[src/design/cpc_pkg.sv]
package cpc_pkg;

   // ****************************************************************
   // bus geometry
   // ****************************************************************
   localparam int          ADR_W        = 12;
   localparam int          IDX_W        = 10;

   // register indices, byte address is four times the index
   localparam logic [9:0]  IDX_PLL_CTRL = 10'h010;
   localparam logic [9:0]  IDX_RDIV_LO  = 10'h011;
   localparam logic [9:0]  IDX_RDIV_HI  = 10'h012;
   localparam logic [9:0]  IDX_ABL_CTRL = 10'h017;
   localparam logic [9:0]  IDX_CAL_CTRL = 10'h018;
   localparam logic [9:0]  IDX_PUMP_CUR = 10'h01A;
   localparam logic [9:0]  IDX_STATUS   = 10'h01F;
   localparam logic [9:0]  IDX_VCO_DIV  = 10'h1E0;
   localparam logic [9:0]  IDX_DIST_SEL = 10'h1E1;
   localparam logic [9:0]  IDX_UPDATE   = 10'h232;

   // ****************************************************************
   // writable bit masks (reserved bits read zero)
   // ****************************************************************
   localparam logic [7:0]  MSK_PLL_CTRL = 8'hF3;
   localparam logic [7:0]  MSK_RDIV_LO  = 8'hFF;
   localparam logic [7:0]  MSK_RDIV_HI  = 8'h3F;
   localparam logic [7:0]  MSK_ABL_CTRL = 8'h03;
   localparam logic [7:0]  MSK_CAL_CTRL = 8'h01;
   localparam logic [7:0]  MSK_PUMP_CUR = 8'h07;
   localparam logic [7:0]  MSK_VCO_DIV  = 8'h07;
   localparam logic [7:0]  MSK_DIST_SEL = 8'h03;

   // ****************************************************************
   // field positions
   // ****************************************************************
   localparam int          POWER_LSB    = 0;
   localparam int          MODE_LSB     = 4;
   localparam int          POL_BIT      = 7;
   localparam int          CAL_BIT      = 0;
   localparam int          BYPASS_BIT   = 0;
   localparam int          SRC_BIT      = 1;

   // ****************************************************************
   // reset values
   // ****************************************************************
   localparam logic [7:0]  RST_PLL_CTRL = 8'h01;
   localparam logic [7:0]  RST_VCO_DIV  = 8'h02;
   localparam logic [7:0]  RST_ZERO     = 8'h00;

   // ****************************************************************
   // codes
   // ****************************************************************
   localparam logic [1:0]  PWR_NORMAL   = 2'h0;
   localparam logic [1:0]  PWR_DOWN     = 2'h1;
   localparam logic [7:0]  UPDATE_CMD   = 8'h01;
   localparam logic [2:0]  CP_HIZ       = 3'h0;
   localparam logic [2:0]  CP_NORMAL    = 3'h1;
   localparam logic [2:0]  CP_PUMP_UP   = 3'h2;
   localparam logic [2:0]  CP_PUMP_DOWN = 3'h3;
   localparam logic [2:0]  VDIV_MAX     = 3'h4;
   localparam logic [2:0]  VDIV_OFFSET  = 3'h2;

   // ****************************************************************
   // timing
   // ****************************************************************
   localparam int          CLK_HZ       = 20_000_000;
   localparam int          CAL_CYCLES   = 1024;

   typedef struct packed {
      logic [7:0] pll_ctrl;
      logic [7:0] rdiv_lo;
      logic [7:0] rdiv_hi;
      logic [7:0] abl_ctrl;
      logic [7:0] cal_ctrl;
      logic [7:0] pump_cur;
      logic [7:0] vco_div;
      logic [7:0] dist_sel;
   } cpc_cfg_t;

   localparam cpc_cfg_t CFG_RESET = '{pll_ctrl: RST_PLL_CTRL, rdiv_lo: RST_ZERO, rdiv_hi: RST_ZERO,
                                      abl_ctrl: RST_ZERO, cal_ctrl: RST_ZERO, pump_cur: RST_ZERO,
                                      vco_div: RST_VCO_DIV, dist_sel: RST_ZERO};

endpackage

[src/design/cpc_event_divider.sv]
`timescale 1ns/1ps
module cpc_event_divider #(
   parameter int W = 14
) (
   // clock and reset
   input  wire logic         clk_i,
   input  wire logic         rst_i,
   // events in, ratio
   input  wire logic         tick_i,
   input  wire logic [W-1:0] ratio_i,
   // divided event out
   output logic              pulse_o
);

   logic [W-1:0] cnt_q;
   logic [W-1:0] cnt_d;
   logic         pulse_q;
   logic         pulse_d;
   logic [W-1:0] term;

   always_comb begin
      // ratio zero and one both divide by one
      term    = (ratio_i <= W'(1)) ? '0 : ratio_i - W'(1);
      cnt_d   = cnt_q;
      pulse_d = 1'b0;
      if (tick_i) begin
         if (cnt_q >= term) begin
            cnt_d   = '0;
            pulse_d = 1'b1;
         end else begin
            cnt_d = cnt_q + W'(1);
         end
      end
   end

   always_ff @(posedge clk_i) begin
      if (rst_i) begin
         cnt_q   <= '0;
         pulse_q <= 1'b0;
      end else begin
         cnt_q   <= cnt_d;
         pulse_q <= pulse_d;
      end
   end

   assign pulse_o = pulse_q;

endmodule

[src/design/cpc_clock_path_ctrl.sv]
`timescale 1ns/1ps
// Overview of operation
// - power field 00b runs the PLL, 01b powers it down synchronously
// - bypass bit clear uses the VCO divider output, set bypasses it
// - source bit clear routes external clock, set routes on-chip VCO
// - three-bit VCO divider code selects ratio two through six
// - calibration starts when bit committed as one; clear and commit before recalibrating
// - settings take effect only after 0x01 is written to the update register
// - polarity bit clear is positive, set is negative
// - polarity only matters with external VCO; ignored with on-chip VCO
// - two-bit field selects antibacklash pulse width
// - pump mode selects high impedance, normal, constant up or constant down
// - pump current selectable in eight equal steps
// - detector compares reference and feedback pulses and drives pump up or down
// - reference divider is 14 bits; values zero and one divide by one
// - reset gives divide by four, PLL powered down, external clock selected
module cpc_clock_path_ctrl #(
   parameter int CAL_LEN = cpc_pkg::CAL_CYCLES
) (
   // clock and reset
   input  wire logic        clk_i,
   input  wire logic        rst_i,
   // wishbone slave
   input  wire logic        wb_cyc_i,
   input  wire logic        wb_stb_i,
   input  wire logic        wb_we_i,
   input  wire logic [11:0] wb_adr_i,
   input  wire logic [3:0]  wb_sel_i,
   input  wire logic [31:0] wb_dat_i,
   output logic      [31:0] wb_dat_o,
   output logic             wb_ack_o,
   // clock path events
   input  wire logic        ref_tick_i,
   input  wire logic        fb_tick_i,
   input  wire logic        ext_clk_tick_i,
   input  wire logic        vco_tick_i,
   input  wire logic        ref_present_i,
   // clock path controls
   output logic             pll_power_down_o,
   output logic             vco_select_o,
   output logic             div_bypass_o,
   output logic      [2:0]  vco_div_code_o,
   output logic             dist_tick_o,
   // detector and pump
   output logic             pump_up_o,
   output logic             pump_down_o,
   output logic             pump_hiz_o,
   output logic      [2:0]  pump_current_o,
   output logic      [1:0]  antibacklash_o,
   // calibration
   output logic             cal_run_o,
   output logic             cal_done_o
);

   // ****************************************************************
   // bus slave
   // ****************************************************************
   logic                ack_q;
   logic                ack_d;
   logic [31:0]         rdat_q;
   logic [31:0]         rdat_d;
   logic                wr;
   logic                commit;
   logic [9:0]          idx;
   logic [7:0]          wbyte;
   cpc_pkg::cpc_cfg_t   sh_q;
   cpc_pkg::cpc_cfg_t   sh_d;
   cpc_pkg::cpc_cfg_t   act_q;
   cpc_pkg::cpc_cfg_t   act_d;
   logic [7:0]          status;

   always_comb begin
      idx    = wb_adr_i[11:2];
      wbyte  = wb_dat_i[7:0];
      ack_d  = wb_cyc_i & wb_stb_i & ~ack_q;
      wr     = ack_d & wb_we_i & wb_sel_i[0];
      commit = wr && (idx == cpc_pkg::IDX_UPDATE) && (wbyte == cpc_pkg::UPDATE_CMD);
      rdat_d = rdat_q;
      if (ack_d) begin
         rdat_d = 32'h0000_0000;
         unique case (idx)
            cpc_pkg::IDX_PLL_CTRL: rdat_d[7:0] = sh_q.pll_ctrl;
            cpc_pkg::IDX_RDIV_LO:  rdat_d[7:0] = sh_q.rdiv_lo;
            cpc_pkg::IDX_RDIV_HI:  rdat_d[7:0] = sh_q.rdiv_hi;
            cpc_pkg::IDX_ABL_CTRL: rdat_d[7:0] = sh_q.abl_ctrl;
            cpc_pkg::IDX_CAL_CTRL: rdat_d[7:0] = sh_q.cal_ctrl;
            cpc_pkg::IDX_PUMP_CUR: rdat_d[7:0] = sh_q.pump_cur;
            cpc_pkg::IDX_STATUS:   rdat_d[7:0] = status;
            cpc_pkg::IDX_VCO_DIV:  rdat_d[7:0] = sh_q.vco_div;
            cpc_pkg::IDX_DIST_SEL: rdat_d[7:0] = sh_q.dist_sel;
            default:               rdat_d[7:0] = 8'h00;
         endcase
      end
   end

   // ****************************************************************
   // shadow and active settings
   // ****************************************************************
   always_comb begin
      sh_d = sh_q;
      if (wr) begin
         unique case (idx)
            cpc_pkg::IDX_PLL_CTRL: sh_d.pll_ctrl = wbyte & cpc_pkg::MSK_PLL_CTRL;
            cpc_pkg::IDX_RDIV_LO:  sh_d.rdiv_lo  = wbyte & cpc_pkg::MSK_RDIV_LO;
            cpc_pkg::IDX_RDIV_HI:  sh_d.rdiv_hi  = wbyte & cpc_pkg::MSK_RDIV_HI;
            cpc_pkg::IDX_ABL_CTRL: sh_d.abl_ctrl = wbyte & cpc_pkg::MSK_ABL_CTRL;
            cpc_pkg::IDX_CAL_CTRL: sh_d.cal_ctrl = wbyte & cpc_pkg::MSK_CAL_CTRL;
            cpc_pkg::IDX_PUMP_CUR: sh_d.pump_cur = wbyte & cpc_pkg::MSK_PUMP_CUR;
            cpc_pkg::IDX_VCO_DIV:  sh_d.vco_div  = wbyte & cpc_pkg::MSK_VCO_DIV;
            cpc_pkg::IDX_DIST_SEL: sh_d.dist_sel = wbyte & cpc_pkg::MSK_DIST_SEL;
            default:               sh_d = sh_q;
         endcase
      end
      // pending values move to the active set in one step
      act_d = commit ? sh_q : act_q;
   end

   always_ff @(posedge clk_i) begin
      if (rst_i) begin
         ack_q  <= 1'b0;
         rdat_q <= 32'h0000_0000;
         sh_q   <= cpc_pkg::CFG_RESET;
         act_q  <= cpc_pkg::CFG_RESET;
      end else begin
         ack_q  <= ack_d;
         rdat_q <= rdat_d;
         sh_q   <= sh_d;
         act_q  <= act_d;
      end
   end

   assign wb_ack_o = ack_q;
   assign wb_dat_o = rdat_q;

   // ****************************************************************
   // decoded active settings
   // ****************************************************************
   logic        pll_off;
   logic        use_vco;
   logic        bypass;
   logic        pol_neg;
   logic [2:0]  cp_mode;
   logic [2:0]  vdiv_ratio;
   logic [13:0] rdiv_ratio;
   logic [2:0]  abl_len;

   always_comb begin
      pll_off    = act_q.pll_ctrl[cpc_pkg::POWER_LSB +: 2] != cpc_pkg::PWR_NORMAL;
      use_vco    = act_q.dist_sel[cpc_pkg::SRC_BIT];
      bypass     = act_q.dist_sel[cpc_pkg::BYPASS_BIT];
      pol_neg    = act_q.pll_ctrl[cpc_pkg::POL_BIT] & ~use_vco;
      cp_mode    = act_q.pll_ctrl[cpc_pkg::MODE_LSB +: 3];
      // codes above the top ratio saturate at divide by six
      if (act_q.vco_div[2:0] > cpc_pkg::VDIV_MAX) begin
         vdiv_ratio = cpc_pkg::VDIV_MAX + cpc_pkg::VDIV_OFFSET;
      end else begin
         vdiv_ratio = act_q.vco_div[2:0] + cpc_pkg::VDIV_OFFSET;
      end
      rdiv_ratio = {act_q.rdiv_hi[5:0], act_q.rdiv_lo};
      abl_len    = {1'b0, act_q.abl_ctrl[1:0]} + 3'h1;
   end

   // ****************************************************************
   // dividers
   // ****************************************************************
   logic src_tick;
   logic vdiv_pulse;
   logic ref_pulse;
   logic dist_q;
   logic dist_d;

   assign src_tick = use_vco ? vco_tick_i : ext_clk_tick_i;

   cpc_event_divider #(.W(3)) u_vco_div (
      .clk_i   (clk_i),
      .rst_i   (rst_i),
      .tick_i  (src_tick),
      .ratio_i (vdiv_ratio),
      .pulse_o (vdiv_pulse)
   );

   cpc_event_divider #(.W(14)) u_ref_div (
      .clk_i   (clk_i),
      .rst_i   (rst_i),
      .tick_i  (ref_tick_i),
      .ratio_i (rdiv_ratio),
      .pulse_o (ref_pulse)
   );

   always_comb begin
      dist_d = bypass ? src_tick : vdiv_pulse;
   end

   // ****************************************************************
   // phase frequency detector and pump
   // ****************************************************************
   logic       up_q;
   logic       up_d;
   logic       dn_q;
   logic       dn_d;
   logic [2:0] abl_q;
   logic [2:0] abl_d;
   logic       pu_q;
   logic       pu_d;
   logic       pd_q;
   logic       pd_d;
   logic       hiz_q;
   logic       hiz_d;

   always_comb begin
      up_d  = up_q | (ref_pulse & ~pll_off);
      dn_d  = dn_q | (fb_tick_i & ~pll_off);
      abl_d = 3'h0;
      if (up_q & dn_q) begin
         // both sides held on for the antibacklash width, then reset together
         if (abl_q + 3'h1 >= abl_len) begin
            up_d = 1'b0;
            dn_d = 1'b0;
         end else begin
            abl_d = abl_q + 3'h1;
         end
      end
      if (pll_off) begin
         up_d = 1'b0;
         dn_d = 1'b0;
      end
      pu_d  = 1'b0;
      pd_d  = 1'b0;
      hiz_d = 1'b1;
      if (!pll_off) begin
         unique case (cp_mode)
            cpc_pkg::CP_NORMAL: begin
               hiz_d = 1'b0;
               pu_d  = pol_neg ? dn_q : up_q;
               pd_d  = pol_neg ? up_q : dn_q;
            end
            cpc_pkg::CP_PUMP_UP: begin
               hiz_d = 1'b0;
               pu_d  = 1'b1;
            end
            cpc_pkg::CP_PUMP_DOWN: begin
               hiz_d = 1'b0;
               pd_d  = 1'b1;
            end
            default: hiz_d = 1'b1;
         endcase
      end
   end

   // ****************************************************************
   // vco calibration
   // ****************************************************************
   typedef enum logic [0:0] {CAL_IDLE, CAL_RUN} cpc_cal_state_t;

   cpc_cal_state_t cal_st_q;
   cpc_cal_state_t cal_st_d;
   logic [15:0]    cal_cnt_q;
   logic [15:0]    cal_cnt_d;
   logic           done_q;
   logic           done_d;
   logic           cal_start;

   always_comb begin
      // only a committed zero-to-one change starts a new run
      cal_start = commit & sh_q.cal_ctrl[cpc_pkg::CAL_BIT] & ~act_q.cal_ctrl[cpc_pkg::CAL_BIT];
      cal_st_d  = cal_st_q;
      cal_cnt_d = cal_cnt_q;
      done_d    = done_q;
      if (commit & ~sh_q.cal_ctrl[cpc_pkg::CAL_BIT]) begin
         done_d = 1'b0;
      end
      unique case (cal_st_q)
         CAL_IDLE: begin
            if (cal_start) begin
               cal_st_d  = CAL_RUN;
               cal_cnt_d = 16'h0000;
               done_d    = 1'b0;
            end
         end
         CAL_RUN: begin
            // progress waits while the reference is absent
            if (ref_present_i) begin
               if (cal_cnt_q >= 16'(CAL_LEN - 1)) begin
                  cal_st_d = CAL_IDLE;
                  done_d   = 1'b1;
               end else begin
                  cal_cnt_d = cal_cnt_q + 16'h0001;
               end
            end
         end
      endcase
      status = {5'h00, ~pll_off, done_q, cal_st_q == CAL_RUN};
   end

   // ****************************************************************
   // datapath registers
   // ****************************************************************
   always_ff @(posedge clk_i) begin
      if (rst_i) begin
         dist_q    <= 1'b0;
         up_q      <= 1'b0;
         dn_q      <= 1'b0;
         abl_q     <= 3'h0;
         pu_q      <= 1'b0;
         pd_q      <= 1'b0;
         hiz_q     <= 1'b1;
         cal_st_q  <= CAL_IDLE;
         cal_cnt_q <= 16'h0000;
         done_q    <= 1'b0;
      end else begin
         dist_q    <= dist_d;
         up_q      <= up_d;
         dn_q      <= dn_d;
         abl_q     <= abl_d;
         pu_q      <= pu_d;
         pd_q      <= pd_d;
         hiz_q     <= hiz_d;
         cal_st_q  <= cal_st_d;
         cal_cnt_q <= cal_cnt_d;
         done_q    <= done_d;
      end
   end

   assign pll_power_down_o = act_q.pll_ctrl[cpc_pkg::POWER_LSB];
   assign vco_select_o     = act_q.dist_sel[cpc_pkg::SRC_BIT];
   assign div_bypass_o     = act_q.dist_sel[cpc_pkg::BYPASS_BIT];
   assign vco_div_code_o   = act_q.vco_div[2:0];
   assign dist_tick_o      = dist_q;
   assign pump_up_o        = pu_q;
   assign pump_down_o      = pd_q;
   assign pump_hiz_o       = hiz_q;
   assign pump_current_o   = act_q.pump_cur[2:0];
   assign antibacklash_o   = act_q.abl_ctrl[1:0];
   assign cal_run_o        = cal_st_q == CAL_RUN;
   assign cal_done_o       = done_q;

endmodule

[config.mk]
export PLATFORM = sky130hd
export DESIGN_NAME = cpc_clock_path_ctrl
export DESIGN_NICKNAME = d
export VERILOG_FILES = /design/src/design/cpc_pkg.sv /design/src/design/cpc_event_divider.sv /design/src/design/cpc_clock_path_ctrl.sv
export SDC_FILE = /design/constraint.sdc
export NUM_CORES = 1
export LEC_CHECK = 0
export BUFFER_PORTS_ARGS = -buffer_cell sky130_fd_sc_hd__buf_4
export CAP_MARGIN = 5
export CORE_AREA = 2 2 129 94
export DETAILED_ROUTE_END_ITERATION = 16
export DIE_AREA = 0 0 131 96
export PLACE_DENSITY_LB_ADDON = 0.25
export SETUP_SLACK_MARGIN = 0.15
export SLEW_MARGIN = 20
export SYNTH_ARGS = -nofsm -noshare
export SYNTH_HDL_FRONTEND = slang
export SYNTH_SLANG_ARGS = --single-unit
[constraint.sdc]
create_clock -name clk_i -period 7.2 [get_ports clk_i]
set_input_delay 1.44 -clock clk_i [delete_from_list [all_inputs] [get_ports clk_i]]
set_output_delay 1.44 -clock clk_i [all_outputs]
set_load 0.005 [all_outputs]
---- Word-level counts from Yosys, hierarchy flattened ----
Index checks and enable logic that the tools add are counted.
word-level totals
  bits in registers ....................... 117
  word-level logic and storage cells ...... 135
cells by class
  add/sub/neg operators ................... 8
  order comparisons ....................... 7
  eq/ne operators ......................... 17
  mux-type cells .......................... 32
  bitwise operators ....................... 22
  reduce and logical (&&, ||, !) cells .... 17
operators by type and width
  operator               count
  $pmux 8 s9             1
  $eq 10x5->1 const B    7
  $mux 16                3
  $pmux 16 s2            1
  $mux 14                2
  $eq 10x9->1 const B    2
  $mux 1                 18
  $add 16x1->16 const B  1
  $ge 16x10->1 const B   1
  $reduce_and 2->1       8
  $add 14x1->14 const B  1
  $ge 14x14->1           1
  $le 14x1->1 const B    1
  $sub 14x1->14 const B  1
  $and 1x1->1            11
  $eq 10x10->1 const B   1
  $mux 3                 3
  $not 1->1              9
  $eq 8x1->1 const B     1
  $pmux 1 s2             4
  $add 3x1->3 const B    2
  $eq 3x2->1 const B     2
  $ge 3x3->1             2
  $ne 2x2->1 const B     3
  12 further kinds       17

---- Longest topological paths before layout ----
Gate-level depths: netlist of the first run.
  word-level depth ........................ 11
  gate-level depth with buffers ........... 14

---- Modules after synthesis ----
A second synthesis of the first run with hierarchy kept.
second synthesis, totals
  cells, all modules ...................... 707
  area total of the unflattened synthesis .. 6202.2 µm²
by module, submodules not included
  module                         times used  cells each  area an instance (µm²)  seq. area each (µm²)
  cpc_clock_path_ctrl            1           509         4608.2                  1961.9
  cpc_event_divider (u_ref_div)  1           160         1271.2                  300.3
  cpc_event_divider (u_vco_div)  1           38          322.8                   80.1

---- Worst setup path after synthesis of the first run ----
No wires, ideal clock.
  path kind ............................... flip-flop to flip-flop
  from .................................... reg act_q[54] (netlist bit)
  to ...................................... reg u_ref_div.cnt_q[10]
  arrival ................................. 3197 ps
  required time ........................... 7114 ps
  setup slack ............................. 3917 ps
  cell stages (with the launch flop) ...... 13
  path buffers ............................ 2
  period minus slack after synthesis ...... 3283 ps
  path through ............................ dfxtp_1 -> or4_1 -> nor4_1 -> nand3_1 -> clkbuf_1 -> nand2_1 -> ha_1 -> and2_0 -> a221o_1 -> a21oi_1 -> o21ai_0 -> clkbuf_1 -> a211oi_1
between the ends
  cells in the longest elaborated chain, start to end .. 4
RTL lines
  element                                       RTL line                    source
  start: declaration                            cpc_clock_path_ctrl.sv:68   cpc_pkg::cpc_cfg_t act_q;
  start signal: assignment                      cpc_clock_path_ctrl.sv:123  act_q <= cpc_pkg::CFG_RESET;
  start signal: assignment                      cpc_clock_path_ctrl.sv:128  act_q <= act_d;
  $sub 14x1->14 or $le 14x1->1 (tied branches)  cpc_event_divider.sv:23     term = (ratio_i <= W'(1)) ? '0 : ratio_i - W'(1);
  $mux 14 (*)                                   cpc_event_divider.sv:23
  $ge 14x14->1 (*)                              cpc_event_divider.sv:27     if (cnt_q >= term) begin
  $mux 14 (*)                                   cpc_event_divider.sv:27
  end signal: assignment                        cpc_event_divider.sv:41     cnt_q <= cnt_d;
  end: declaration                              cpc_event_divider.sv:15     logic [W-1:0] cnt_q;
Mark *: on every way between the ends. The rest lies on a longest branch, timed or not.
A chain may end at the register's enable or synchronous reset.

---- Final worst setup path of the first run ----
  from .................................... reg act_q[54] (netlist bit)
  to ...................................... reg u_ref_div.cnt_q[11]
Same word-level chain as after synthesis.

==> key figures, run 1 <==
Logic synthesis
  • Cells taking the most area after synthesis: sky130_fd_sc_hd__dfxtp_1 38%, sky130_fd_sc_hd__nand2_1 8.5%, sky130_fd_sc_hd__ha_1 5.7%
  • Share of synthesized flip-flops with an asynchronous set or reset: 0%
  • Sequential area share after synthesis: 38.42%
  • Mapped cell area: between 6000 and 7000 um2
  • Synth Area in Compound Gates: ~14%
  • Synthesized-area fraction occupied by adder cells: 5.746%
  • Average instance area after synthesis: 8.329 um2
  • Ys Warns: 0
  • Top cell type's share of synthesized area: 38.42%
  • Multiplexer fraction of the synthesized cell area: 4.125%
  • Netlist cell types: 65
  • Xor-xnor portion of the synthesized cell area: 3.591%
  • Simple logic cell fraction of the synthesized area: 25.28%
  • Cell type contributing the most total cell area after synthesis: sky130_fd_sc_hd__dfxtp_1
  • Number of enable-type register cells in the synthesized netlist: 0
  • Most used DFF post-synth: sky130_fd_sc_hd__dfxtp_1
  • Flop and latch count out of synthesis: 117
  • Mapped Cells: 732
  • Main combinational cell family by area after synthesis: simple AND/OR/NAND/NOR gates

Clock network
  • Number of buffers between clock root and the deepest sink: 2
  • Number of buffers inserted for hold repair after clock tree synthesis: 0
  • Cts bufs inserted: 17
  • Skew-Pair Late Insertion Delay: 0.40 ns
  • Clock slew seen by the registers of the worst setup and hold paths: 0.05 ns
  • Clk sinks: 117
  • Clock tree from TritonCTS: yes
  • Total of cells resized after clock tree synthesis: 0
  • Number of post-CTS setup repair buffers: 0
  • H-tree depth: 4
  • Cell chosen for the clock root: sky130_fd_sc_hd__clkbuf_16

Route
  • Wire length per cell: between 15 and 20 um
  • Number of remaining DRC errors: 0
  • Initial DRC count: roughly 360
  • Count of vias placed by the detailed router: roughly 5200
  • Total iterations of the first detailed-routing run: 5
  • Remaining number of nets flagged by the antenna check after routing: 0
  • Vias per std cell: 5.612
  • DRT Wirelength: around 14000 um

Critical path
  • CP Max Fanout: 12
  • Crit path arrival time: 4.23 ns
  • Crit path launch type: flop
  • Setup crit end kind: flop
  • Critical Setup Path Class: flop to flop
  • Critical Path RT: 7.51 ns

Finish
  • Fin cells: about 940
  • Area added between synthesis and finish: 13.77%
  • Finished Cell Area: a little under 7000 um2
  • Net total in the final layout: 850
  • Fin util: 61.09%
  • Share of final-layout standard cells stronger than drive strength 1: 14.67%

Floorplanning
  • DIE AREA: around 13000 um2
  • Count of pins on the block boundary: about 110
  • Row count: 33
  • Die W: between 100 and 150 um
  • Core Footprint: 11350 um2
  • Die height: 96 um
  • Starting utilization of the core area: 53.70%

Timing
  • Number of hold violations in the final report: 0
  • Worst rel slew slack: around 45%
  • Clock skew after layout: approximately 0.0055 ns
  • Final Max Slew Viols: 0
  • Final worst setup slack: 3.278 ns
  • Unrepaired setup endpoints after global routing: no
  • Setup_tns: 0 ns
  • Transition time at the pin with the least slew margin: 0.8215 ns
  • Final clock period utilization by the worst path: 54.47%
  • Setup-violating endpoint count in the final report: 0
  • Maximum clock frequency: 0.2550 GHz
  • Shortest period the worst path allows: 3.922 ns
  • Worst hold slack after final layout: 0.4525 ns

Placed design
  • Area after DPL: 6401 um2
  • Setup WS pre-CTS: between 3 and 4 ns
  • Routability Congestion: 0.8569
  • Cell count after placement: 902
  • Port Buffer Count: 54
  • Placed wire-length estimate after detailed placement: 10230 um

GRT
  • Vias in the first global route: 4773
  • Overflow left after global routing: 0
  • Global routing usage summed across all routing layers: approximately a quarter
  • Global-route wire length before repair: 23090 um
  • Maximum number of pins on one net before global-route repair: 75
  • Antenna violations before repair: 0

Flow run
  • Max-cap violations: 0

Outcome
  • Status: completed

Power
  • Leakage power of the design: 2.700 nW
  • Total design power: 1.461 mW
  • Worst voltage drop across the vdd grid: 0.0001709 V
  • Power density normalized to cell area: 210.6 nW/um2

Worst hold path
  • Worst hold path type: flop to flop
-- report_power, final --
group	total (mW)	switching, mW	leakage [nW]	internal (mW)
clock	0.749	0.286	0.262	0.463
sequential	0.652	0.00145	0.943	0.650
combinational	0.0603	0.0393	1.49	0.0209
total	1.46	0.327	2.70	1.13
-- cells by family after synthesis --
family	count (synthesis)
AO/OA/AOI/OAI	135
other	1
multiplexers	25
AND/OR/NAND/NOR	313
XOR/XNOR	25
buffers and inverters	88
adder cells (fa/ha/maj)	28
flip-flops	117
-- synth_stat cells, types with 12 or more instances --
| master | number |
|---|---|
| sky130_fd_sc_hd__nand2_1 | 138 |
| sky130_fd_sc_hd__dfxtp_1 | 117 |
| sky130_fd_sc_hd__a21oi_1 | 54 |
| sky130_fd_sc_hd__nor2_1 | 45 |
| sky130_fd_sc_hd__nand3_1 | 42 |
| sky130_fd_sc_hd__buf_4 | 33 |
| sky130_fd_sc_hd__ha_1 | 28 |
| sky130_fd_sc_hd__clkbuf_1 | 27 |
| sky130_fd_sc_hd__mux2i_1 | 24 |
| sky130_fd_sc_hd__inv_1 | 18 |
| sky130_fd_sc_hd__o21ai_0 | 15 |
| sky130_fd_sc_hd__xor2_1 | 14 |
| sky130_fd_sc_hd__nand4_1 | 13 |
| sky130_fd_sc_hd__a211oi_1 | 12 |
-- placed cells by master, fill, tap and decap left out, drive strengths merged, types with 3 or more instances in the layout --
master / netlist / final
a211oi: 12 / 12
a21o: 5 / 5
a21oi: 65 / 65
a31oi: 9 / 9
and2: 5 / 5
and3: 9 / 9
and4: 5 / 5
buf: 43 / 60
clkbuf: 27 / 23
clkinv: 0 / 7
conb: 1 / 24
dfxtp: 117 / 117
ha: 28 / 28
inv: 18 / 18
mux2i: 24 / 24
nand2: 138 / 138
nand2b: 7 / 7
nand3: 42 / 42
nand3b: 5 / 5
nand4: 14 / 14
nor2: 46 / 46
nor2b: 7 / 7
nor3: 7 / 7
nor4: 5 / 5
nor4b: 3 / 3
o2111ai: 4 / 4
o21ai: 15 / 15
o22ai: 3 / 3
o32ai: 3 / 3
or3: 8 / 8
or4: 5 / 5
xnor2: 11 / 11
xor2: 14 / 14
-- state kept, by name, summed over array words and instances (netlist names), 2 cells and up --
name	count
vco_div_code_o	3
antibacklash_o	2
cal_cnt_q	16
u_ref_div.cnt_q	14
u_vco_div.cnt_q	3
pump_current_o	3
act_q	20
sh_q	31
wb_dat_o	8
abl_q	3
-- final timing paths --
kind / startpoint / slack [ns] / end / depth (start not counted)
setup / recovery: act_q[54] / 3.28 / u_ref_div.cnt_q[11] / 11
hold reg to reg: pump_current_o[2] / 0.45 / pump_current_o[2] / 2
hold / removal: pump_current_o[2] / 0.45 / pump_current_o[2] / 2
setup reg to reg: act_q[54] / 3.28 / u_ref_div.cnt_q[11] / 11
-- area by class of cell --
class,instances,area (um2)
inverter,18,67.56
timing repair buffer,60,450.4
sequential,117,2342
fill,983,4418
antenna,1,2.502
multi-input combinational,550,3346
tap,157,196.4
clock inverter,9,53.80
clock buffer,23,478.0
-- worst max-delay path, cell delays in order (launching register included) --
cell                       delay [ns]
sky130_fd_sc_hd__dfxtp_1         0.35
sky130_fd_sc_hd__or4_1           0.59
sky130_fd_sc_hd__nor4_1          0.43
sky130_fd_sc_hd__nand3_1         0.44
sky130_fd_sc_hd__nand2_1         0.17
sky130_fd_sc_hd__ha_1            0.25
sky130_fd_sc_hd__and2_0          0.18
sky130_fd_sc_hd__a221o_1         0.29
sky130_fd_sc_hd__a21oi_1         0.44
sky130_fd_sc_hd__o21ai_0         0.17
sky130_fd_sc_hd__buf_4           0.21
sky130_fd_sc_hd__a221oi_1        0.28
-- metal layers --
metal  global-route usage (%)  vias to the layer above  share of wire (%)  wire length (um)
met2                    36.31                      161                 46              6532
li1                         -                     2587                  -                 -
met1                    32.55                     2479                 47              6731
met5                        0                        -                  0                 0
met3                    5.281                       20                6.3               903
met4                    7.890                        0                1.2               169
Power figures use the tool's default switching activity.
==> inputs of run 2 (changes only) <==
- CORE_AREA: 2 2 129 94 -> 2 2 134 97
- DIE_AREA: 0 0 131 96 -> 0 0 136 99
- clock period: 7.2 -> 3.5 ns (I/O delays scaled with it)
==> key figures, run 2 (synthesis gave the netlist of run 1 again) <==
Outcome
  • Status: completed

Placed design
  • Area after DPL: 6518 um2 (+1.8%)
  • Port Buffer Count: 54 (unchanged)
  • Placed wire-length estimate after detailed placement: 10800 um (+5.5%)
  • Cell count after placement: 920 (+2.0%)
  • Routability Congestion: 0.9429 (+10%)
  • Setup WS pre-CTS: 0.06102 ns (-3.205 ns)

GRT
  • Vias in the first global route: 5012 (+5.0%)
  • Antenna violations before repair: 0 (unchanged)
  • Maximum number of pins on one net before global-route repair: 49 (-35%)
  • Global-route wire length before repair: 24560 um (+6.4%)
  • Global routing usage summed across all routing layers: 22.80% (-0.70 points)
  • Overflow left after global routing: 0 (unchanged)

Route
  • Wire length per cell: 15.60 um (+1.7%)
  • Total iterations of the first detailed-routing run: 5 (unchanged)
  • Number of remaining DRC errors: 0 (unchanged)
  • Initial DRC count: 399 (+11%)
  • Remaining number of nets flagged by the antenna check after routing: 0 (unchanged)
  • Count of vias placed by the detailed router: 5303 (+1.1%)
  • DRT Wirelength: 14860 um (+3.7%)
  • Vias per std cell: 5.565 (-0.84%)

Finish
  • Antenna Cells: 0 (-1)
  • Number of flip-flops under the largest register name: 31 (unchanged)
  • Area added between synthesis and finish: 17.32%
  • Biggest regs: sh_q (31), act_q (20), cal_cnt_q (16)
  • Count of filler cells inserted in the layout: 1085 (+10%)
  • Fin cells: 953 (+1.9%)
  • Fin util: 58.79% (-2.3 points)
  • Commonest cells after routing, fill and taps aside: 138 x sky130_fd_sc_hd__nand2_1, 117 x sky130_fd_sc_hd__dfxtp_1, 73 x sky130_fd_sc_hd__buf_4
  • Register bank with the most flops: sh_q
  • Share of final-layout standard cells stronger than drive strength 1: 16.81% (+2.1 points)
  • Finished Cell Area: 7153 um2 (+3.1%)
  • Net total in the final layout: 864 (+1.6%)
  • Most frequent standard cell in the layout excluding fill and tap cells: sky130_fd_sc_hd__nand2_1

Critical path
  • Reg-to-reg critical path endpoint: u_ref_div.cnt_q[2]
  • Beginning of the worst register-to-register path: act_q[54]
  • Critical Setup Path Class: flop to flop
  • Number of cells on the worst reg-to-reg path: 11 (unchanged)
  • Launch point of the worst path: act_q[54]
  • Crit path buf inv count: 1 (unchanged)
  • Cell chain of the critical path: or4_1 > or4_1 > nor3b_1 > a21oi_1 > ha_1 > nand2_1 > nor2_1 > nand4_1 > buf_4 > o2111ai_1 > a31oi_1
  • Number of gates on the worst path with buffers counted: 11 (unchanged)
  • Crit path launch type: flop
  • Maximum cell stage delay along the critical path: 0.61 ns (+0.02 ns)
  • Cell with the biggest individual delay on the critical path: sky130_fd_sc_hd__or4_1
  • Crit path to: u_ref_div.cnt_q[2]
  • CP Max Fanout: 4 (-8)
  • Largest delay share family, worst path: simple AND/OR/NAND/NOR gates
  • Cell with the most instances on the worst path: sky130_fd_sc_hd__or4_1
  • Setup crit end kind: flop
  • Crit path arrival time: 3.44 ns (-0.79 ns)
  • Flop2flop setup slack: 0.33 ns (-2.95 ns)
  • Critical Path RT: 3.77 ns (-3.74 ns)

Timing
  • Unrepaired setup endpoints after global routing: yes
  • Shortest period the worst path allows: 3.171 ns (-0.7503 ns)
  • Number of hold violations in the final report: 0 (unchanged)
  • Worst hold slack after final layout: 0.4574 ns (+0.004934 ns)
  • Clock skew after layout: 0.007632 ns (+0.002163 ns)
  • Maximum clock frequency: 0.3153 GHz (+24%)
  • Final worst setup slack: 0.3285 ns (-2.950 ns)
  • Transition time at the pin with the least slew margin: 0.7789 ns (-0.04266 ns)
  • Setup_tns: 0 ns (unchanged)
  • Final clock period utilization by the worst path: 90.61% (+36 points)
  • Final Max Slew Viols: 0 (unchanged)
  • Setup-violating endpoint count in the final report: 0 (unchanged)
  • Worst rel slew slack: 47.60% (+2.4 points)

Power
  • Total design power: 3.232 mW (+120%)
  • Power density normalized to cell area: 451.9 nW/um2 (+110%)
  • Leakage power of the design: 2.795 nW (+3.5%)
  • Worst voltage drop across the vdd grid: 0.0004105 V (+140%)

Clock network
  • Clock slew seen by the registers of the worst setup and hold paths: 0.05 ns (about the same)
  • H-tree depth: 4 (unchanged)
  • Clk sinks: 117 (unchanged)
  • Cell chosen for the clock root: sky130_fd_sc_hd__clkbuf_16
  • Number of buffers between clock root and the deepest sink: 2 (unchanged)
  • Cts bufs inserted: 17 (unchanged)
  • Clock tree from TritonCTS: yes
  • Skew-Pair Late Insertion Delay: 0.41 ns (about the same)

Flow run
  • Max-cap violations: 0 (unchanged)

Floorplanning
  • Count of pins on the block boundary: 108 (unchanged)
  • Die height: 99 um (+3.1%)
  • Row count: 34 (+3.0%)
  • Starting utilization of the core area: 50.11% (-3.6 points)
  • Core Footprint: 12170 um2 (+7.2%)
  • Die W: 136 um (+3.8%)
  • DIE AREA: 13460 um2 (+7.1%)

Worst hold path
  • Worst hold path type: flop to flop
==> run 2: cell type report <==
class,instances,area (um2),area share [%]
well taps,162,202.7,2.834
multi-input cells,550,3366,47.05
inverters,18,67.56,0.9446
flip-flops and latches,117,2342,32.74
repair buffers,74,568.0,7.941
clock inverters,15,181.4,2.536
clock buffers,17,425.4,5.947
==> run 2: what timing repair did <==
item | CTS | global route
pin swaps | 0 | 2
hold buffers | 0 | 0
resized for setup | 1 | 4
setup buffers | 0 | 1
setup endpoints to repair | 8 | 9
==> run 2: how the worst min path moves through the flow <==
stage	cells after the start	startpoint	to	slack, ns
6_report	1	abl_q[0]	abl_q[0]	0.46
4_1_cts	1	act_q[62]	pump_up_o	0.46
5_1_grt	1	cal_cnt_q[10]	cal_cnt_q[10]	0.49
2_1_floorplan	2	u_ref_div.pulse_o	up_q	0.41
3_3_place_gp	1	abl_q[0]	abl_q[0]	0.43
3_5_place_dp	2	act_q[63]	act_q[63]	0.44
==> run 2: routing by layer <==
| layer | global-route usage, % | up-vias | part of all wire [%] |
|---|---|---|---|
| met1 | 31.65 | 2541 | 48 |
| met5 | 0 | - | 0 |
| li1 | - | 2614 | - |
| met4 | 6.010 | 0 | 0.83 |
| met2 | 35.06 | 131 | 46 |
| met3 | 6.121 | 17 | 5.5 |
==> run 2: report_power, final <==
part	total, mW	switching (mW)	internal (mW)
clock	1.77	0.647	1.12
sequential	1.34	0.00269	1.34
combinational	0.126	0.0812	0.0444
==> inputs of run 3 (changes only) <==
- RECOVER_POWER: not set -> 25
==> key figures, run 3 (synthesis gave the netlist of run 1 again) <==
Outcome
  • Status: completed

Critical path
  • Cell with the most instances on the worst path: sky130_fd_sc_hd__or4_1
  • Critical Path RT: 3.77 ns (about the same)
  • Cell chain of the critical path: or4_1 > or4_1 > nor3b_1 > a21oi_1 > ha_1 > nand2_1 > nor2_1 > nand4_1 > buf_4 > o2111ai_1 > a31oi_1
  • Maximum cell stage delay along the critical path: 0.61 ns (about the same)
  • Largest delay share family, worst path: simple AND/OR/NAND/NOR gates
  • Crit path buf inv count: 1 (unchanged)
  • Crit path launch type: flop
  • Number of gates on the worst path with buffers counted: 11 (unchanged)
  • Critical Setup Path Class: flop to flop
  • Beginning of the worst register-to-register path: act_q[54]
  • Crit path arrival time: 3.44 ns (about the same)
  • Number of cells on the worst reg-to-reg path: 11 (unchanged)
  • Setup crit end kind: flop
  • CP Max Fanout: 4 (unchanged)
  • Cell with the biggest individual delay on the critical path: sky130_fd_sc_hd__or4_1
  • Launch point of the worst path: act_q[54]

Route
  • Count of vias placed by the detailed router: 5319 (+0.30%)
  • Remaining number of nets flagged by the antenna check after routing: 0 (unchanged)
  • Total iterations of the first detailed-routing run: 5 (unchanged)
  • Initial DRC count: 377 (-5.5%)
  • Wire length per cell: 15.61 um (about the same)
  • Number of remaining DRC errors: 0 (unchanged)
  • DRT Wirelength: 14880 um (about the same)
  • Vias per std cell: 5.581 (+0.30%)

Clock network
  • Clk sinks: 117 (unchanged)
  • Cts bufs inserted: 17 (unchanged)
  • H-tree depth: 4 (unchanged)
  • Clock slew seen by the registers of the worst setup and hold paths: 0.05 ns (about the same)
  • Clock tree from TritonCTS: yes
  • Skew-Pair Late Insertion Delay: 0.41 ns (about the same)
  • Cell chosen for the clock root: sky130_fd_sc_hd__clkbuf_16
  • Number of buffers between clock root and the deepest sink: 2 (unchanged)

Power
  • Worst voltage drop across the vdd grid: 0.0004085 V (-0.47%)
  • Clock group share of total power: 54.7% (about the same)
  • Sw Ratio: 22.56% (-0.046 points)
  • Combinational power share: 3.8% (about the same)
  • Power density normalized to cell area: 454.2 nW/um2 (+0.52%)
  • Switching power: 0.7282 mW (-0.35%)
  • Reg power frac: 41.5% (about the same)
  • Leakage power of the design: 2.749 nW (-1.7%)
  • Cell-internal power: 2.499 mW (about the same)

Timing
  • Setup_tns: 0 ns (unchanged)
  • Transition time at the pin with the least slew margin: 1.098 ns (+0.3192 ns)
  • Maximum clock frequency: 0.3156 GHz (about the same)
  • Worst rel slew slack: 25.76% (-22 points)
  • Final Max Slew Viols: 0 (unchanged)
  • Final clock period utilization by the worst path: 90.53% (about the same)
  • Number of hold violations in the final report: 0 (unchanged)
  • Unrepaired setup endpoints after global routing: yes
  • Setup-violating endpoint count in the final report: 0 (unchanged)
  • Shortest period the worst path allows: 3.169 ns (-0.002752 ns)
  • Clock skew after layout: 0.007173 ns (-0.0004593 ns)

Finish
  • Area added between synthesis and finish: 16.54%
  • Commonest cells after routing, fill and taps aside: 138 x sky130_fd_sc_hd__nand2_1, 117 x sky130_fd_sc_hd__dfxtp_1, 53 x sky130_fd_sc_hd__a21oi_1
  • Register bank with the most flops: sh_q
  • Net total in the final layout: 864 (unchanged)
  • Fin cells: 953 (unchanged)
  • Biggest regs: sh_q (31), act_q (20), cal_cnt_q (16)
  • Share of final-layout standard cells stronger than drive strength 1: 15.68% (-1.1 points)
  • Most frequent standard cell in the layout excluding fill and tap cells: sky130_fd_sc_hd__nand2_1
  • Antenna Cells: 0 (unchanged)
  • Number of flip-flops under the largest register name: 31 (unchanged)

Floorplanning
  • Starting utilization of the core area: 50.11% (unchanged)
  • Die W: 136 um (unchanged)
  • Row count: 34 (unchanged)
  • Count of pins on the block boundary: 108 (unchanged)
  • DIE AREA: 13460 um2 (unchanged)
  • Die height: 99 um (unchanged)
  • Core Footprint: 12170 um2 (unchanged)

Placed design
  • Routability Congestion: 0.9429 (unchanged)
  • Placed wire-length estimate after detailed placement: 10800 um (unchanged)
  • Cell count after placement: 920 (unchanged)
  • Port Buffer Count: 54 (unchanged)

GRT
  • Maximum number of pins on one net before global-route repair: 49 (unchanged)
  • Vias in the first global route: 5012 (unchanged)
  • Antenna violations before repair: 0 (unchanged)
  • Global-route wire length before repair: 24560 um (unchanged)
  • Global routing usage summed across all routing layers: 22.80% (unchanged)
  • Overflow left after global routing: 0 (unchanged)

Flow run
  • Max-cap violations: 0 (unchanged)

Worst hold path
  • Hold Path Stages: 1 (unchanged)
  • Worst hold path type: flop to flop
  • Worst hold path startpoint: abl_q[0]
==> run 3: cell count changes in the layout (fill, tap and decap cells not counted), moves of 2 or more <==
cell,delta
sky130_fd_sc_hd__buf_4,-27
sky130_fd_sc_hd__clkbuf_4,+20
sky130_fd_sc_hd__clkbuf_1,+7
sky130_fd_sc_hd__nor4b_1,+2
==> run 3: path summary, 6_finish.rpt <==
path	end	slack, ns
setup / recovery	u_ref_div.cnt_q[2]	0.33
hold / removal	abl_q[0]	0.46
setup reg to reg	u_ref_div.cnt_q[2]	0.33
hold reg to reg	abl_q[0]	0.46
==> run 3: what timing repair did <==
item / 4_1_cts / 5_1_grt
setup buffers: 0 / 1
endpoints found under the setup margin: 8 / 9
hold buffers: 0 / 0
gates resized for setup: 1 / 4
gates cloned: 0 / 0
pin swaps: 0 / 2
==> run 3: routing by layer <==
layer  vias up  global-route usage, %  wire length (um)
met5         -                      0                 0
met4         0                  6.010               143
met3        20                  6.121               860
met2       147                  35.06              6819
met1      2542                  31.65              7053
li1       2610                      -                 -
==> run 3: area by class of cell <==
class,count,area [um2]
clock buffers,17,425.4
flip-flops and latches,117,2342
fillers,1099,5061
well taps,162,202.7
repair buffers,74,541.8
clock inverters,15,181.4
inverters,18,67.56
multi-input cells,550,3344
==> run 3: power by group through the flow <==
stage	combinational [mW]	clock, mW	sequential, mW
6_report	0.122	1.77	1.34
5_1_grt	0.133	1.86	1.34
4_1_cts	0.123	1.80	1.34
3_5_place_dp	0.123	0	1.37
3_3_place_gp	0.119	0	1.37
2_1_floorplan	0.0898	0	1.37
==> run 3: worst register-to-register path, cell delays in order (launching register included) <==
cell and delay, ns:
sky130_fd_sc_hd__dfxtp_1 0.31, sky130_fd_sc_hd__or4_1 0.61, sky130_fd_sc_hd__or4_1 0.53, sky130_fd_sc_hd__nor3b_1 0.25, sky130_fd_sc_hd__a21oi_1 0.08, sky130_fd_sc_hd__ha_1 0.29
sky130_fd_sc_hd__nand2_1 0.07, sky130_fd_sc_hd__nor2_1 0.18, sky130_fd_sc_hd__nand4_1 0.19, sky130_fd_sc_hd__buf_4 0.21, sky130_fd_sc_hd__o2111ai_1 0.21, sky130_fd_sc_hd__a31oi_1 0.10
==> run 3: through the flow <==
stage	power (mW)	setup slack, ns	area (um2)	hold WS [ns]	util (%)
2_1_floorplan	1.457	0.2174	6183	0.4114	-
3_3_place_gp	1.487	0.2517	6518	0.4340	53.57
3_5_place_dp	1.491	0.06102	6518	0.4421	53.57
4_1_cts	3.259	0.2406	7124	0.4628	58.56
5_1_grt	3.332	0.1385	7106	0.4881	58.40
6_report	3.228	0.3313	7106	0.4577	58.40
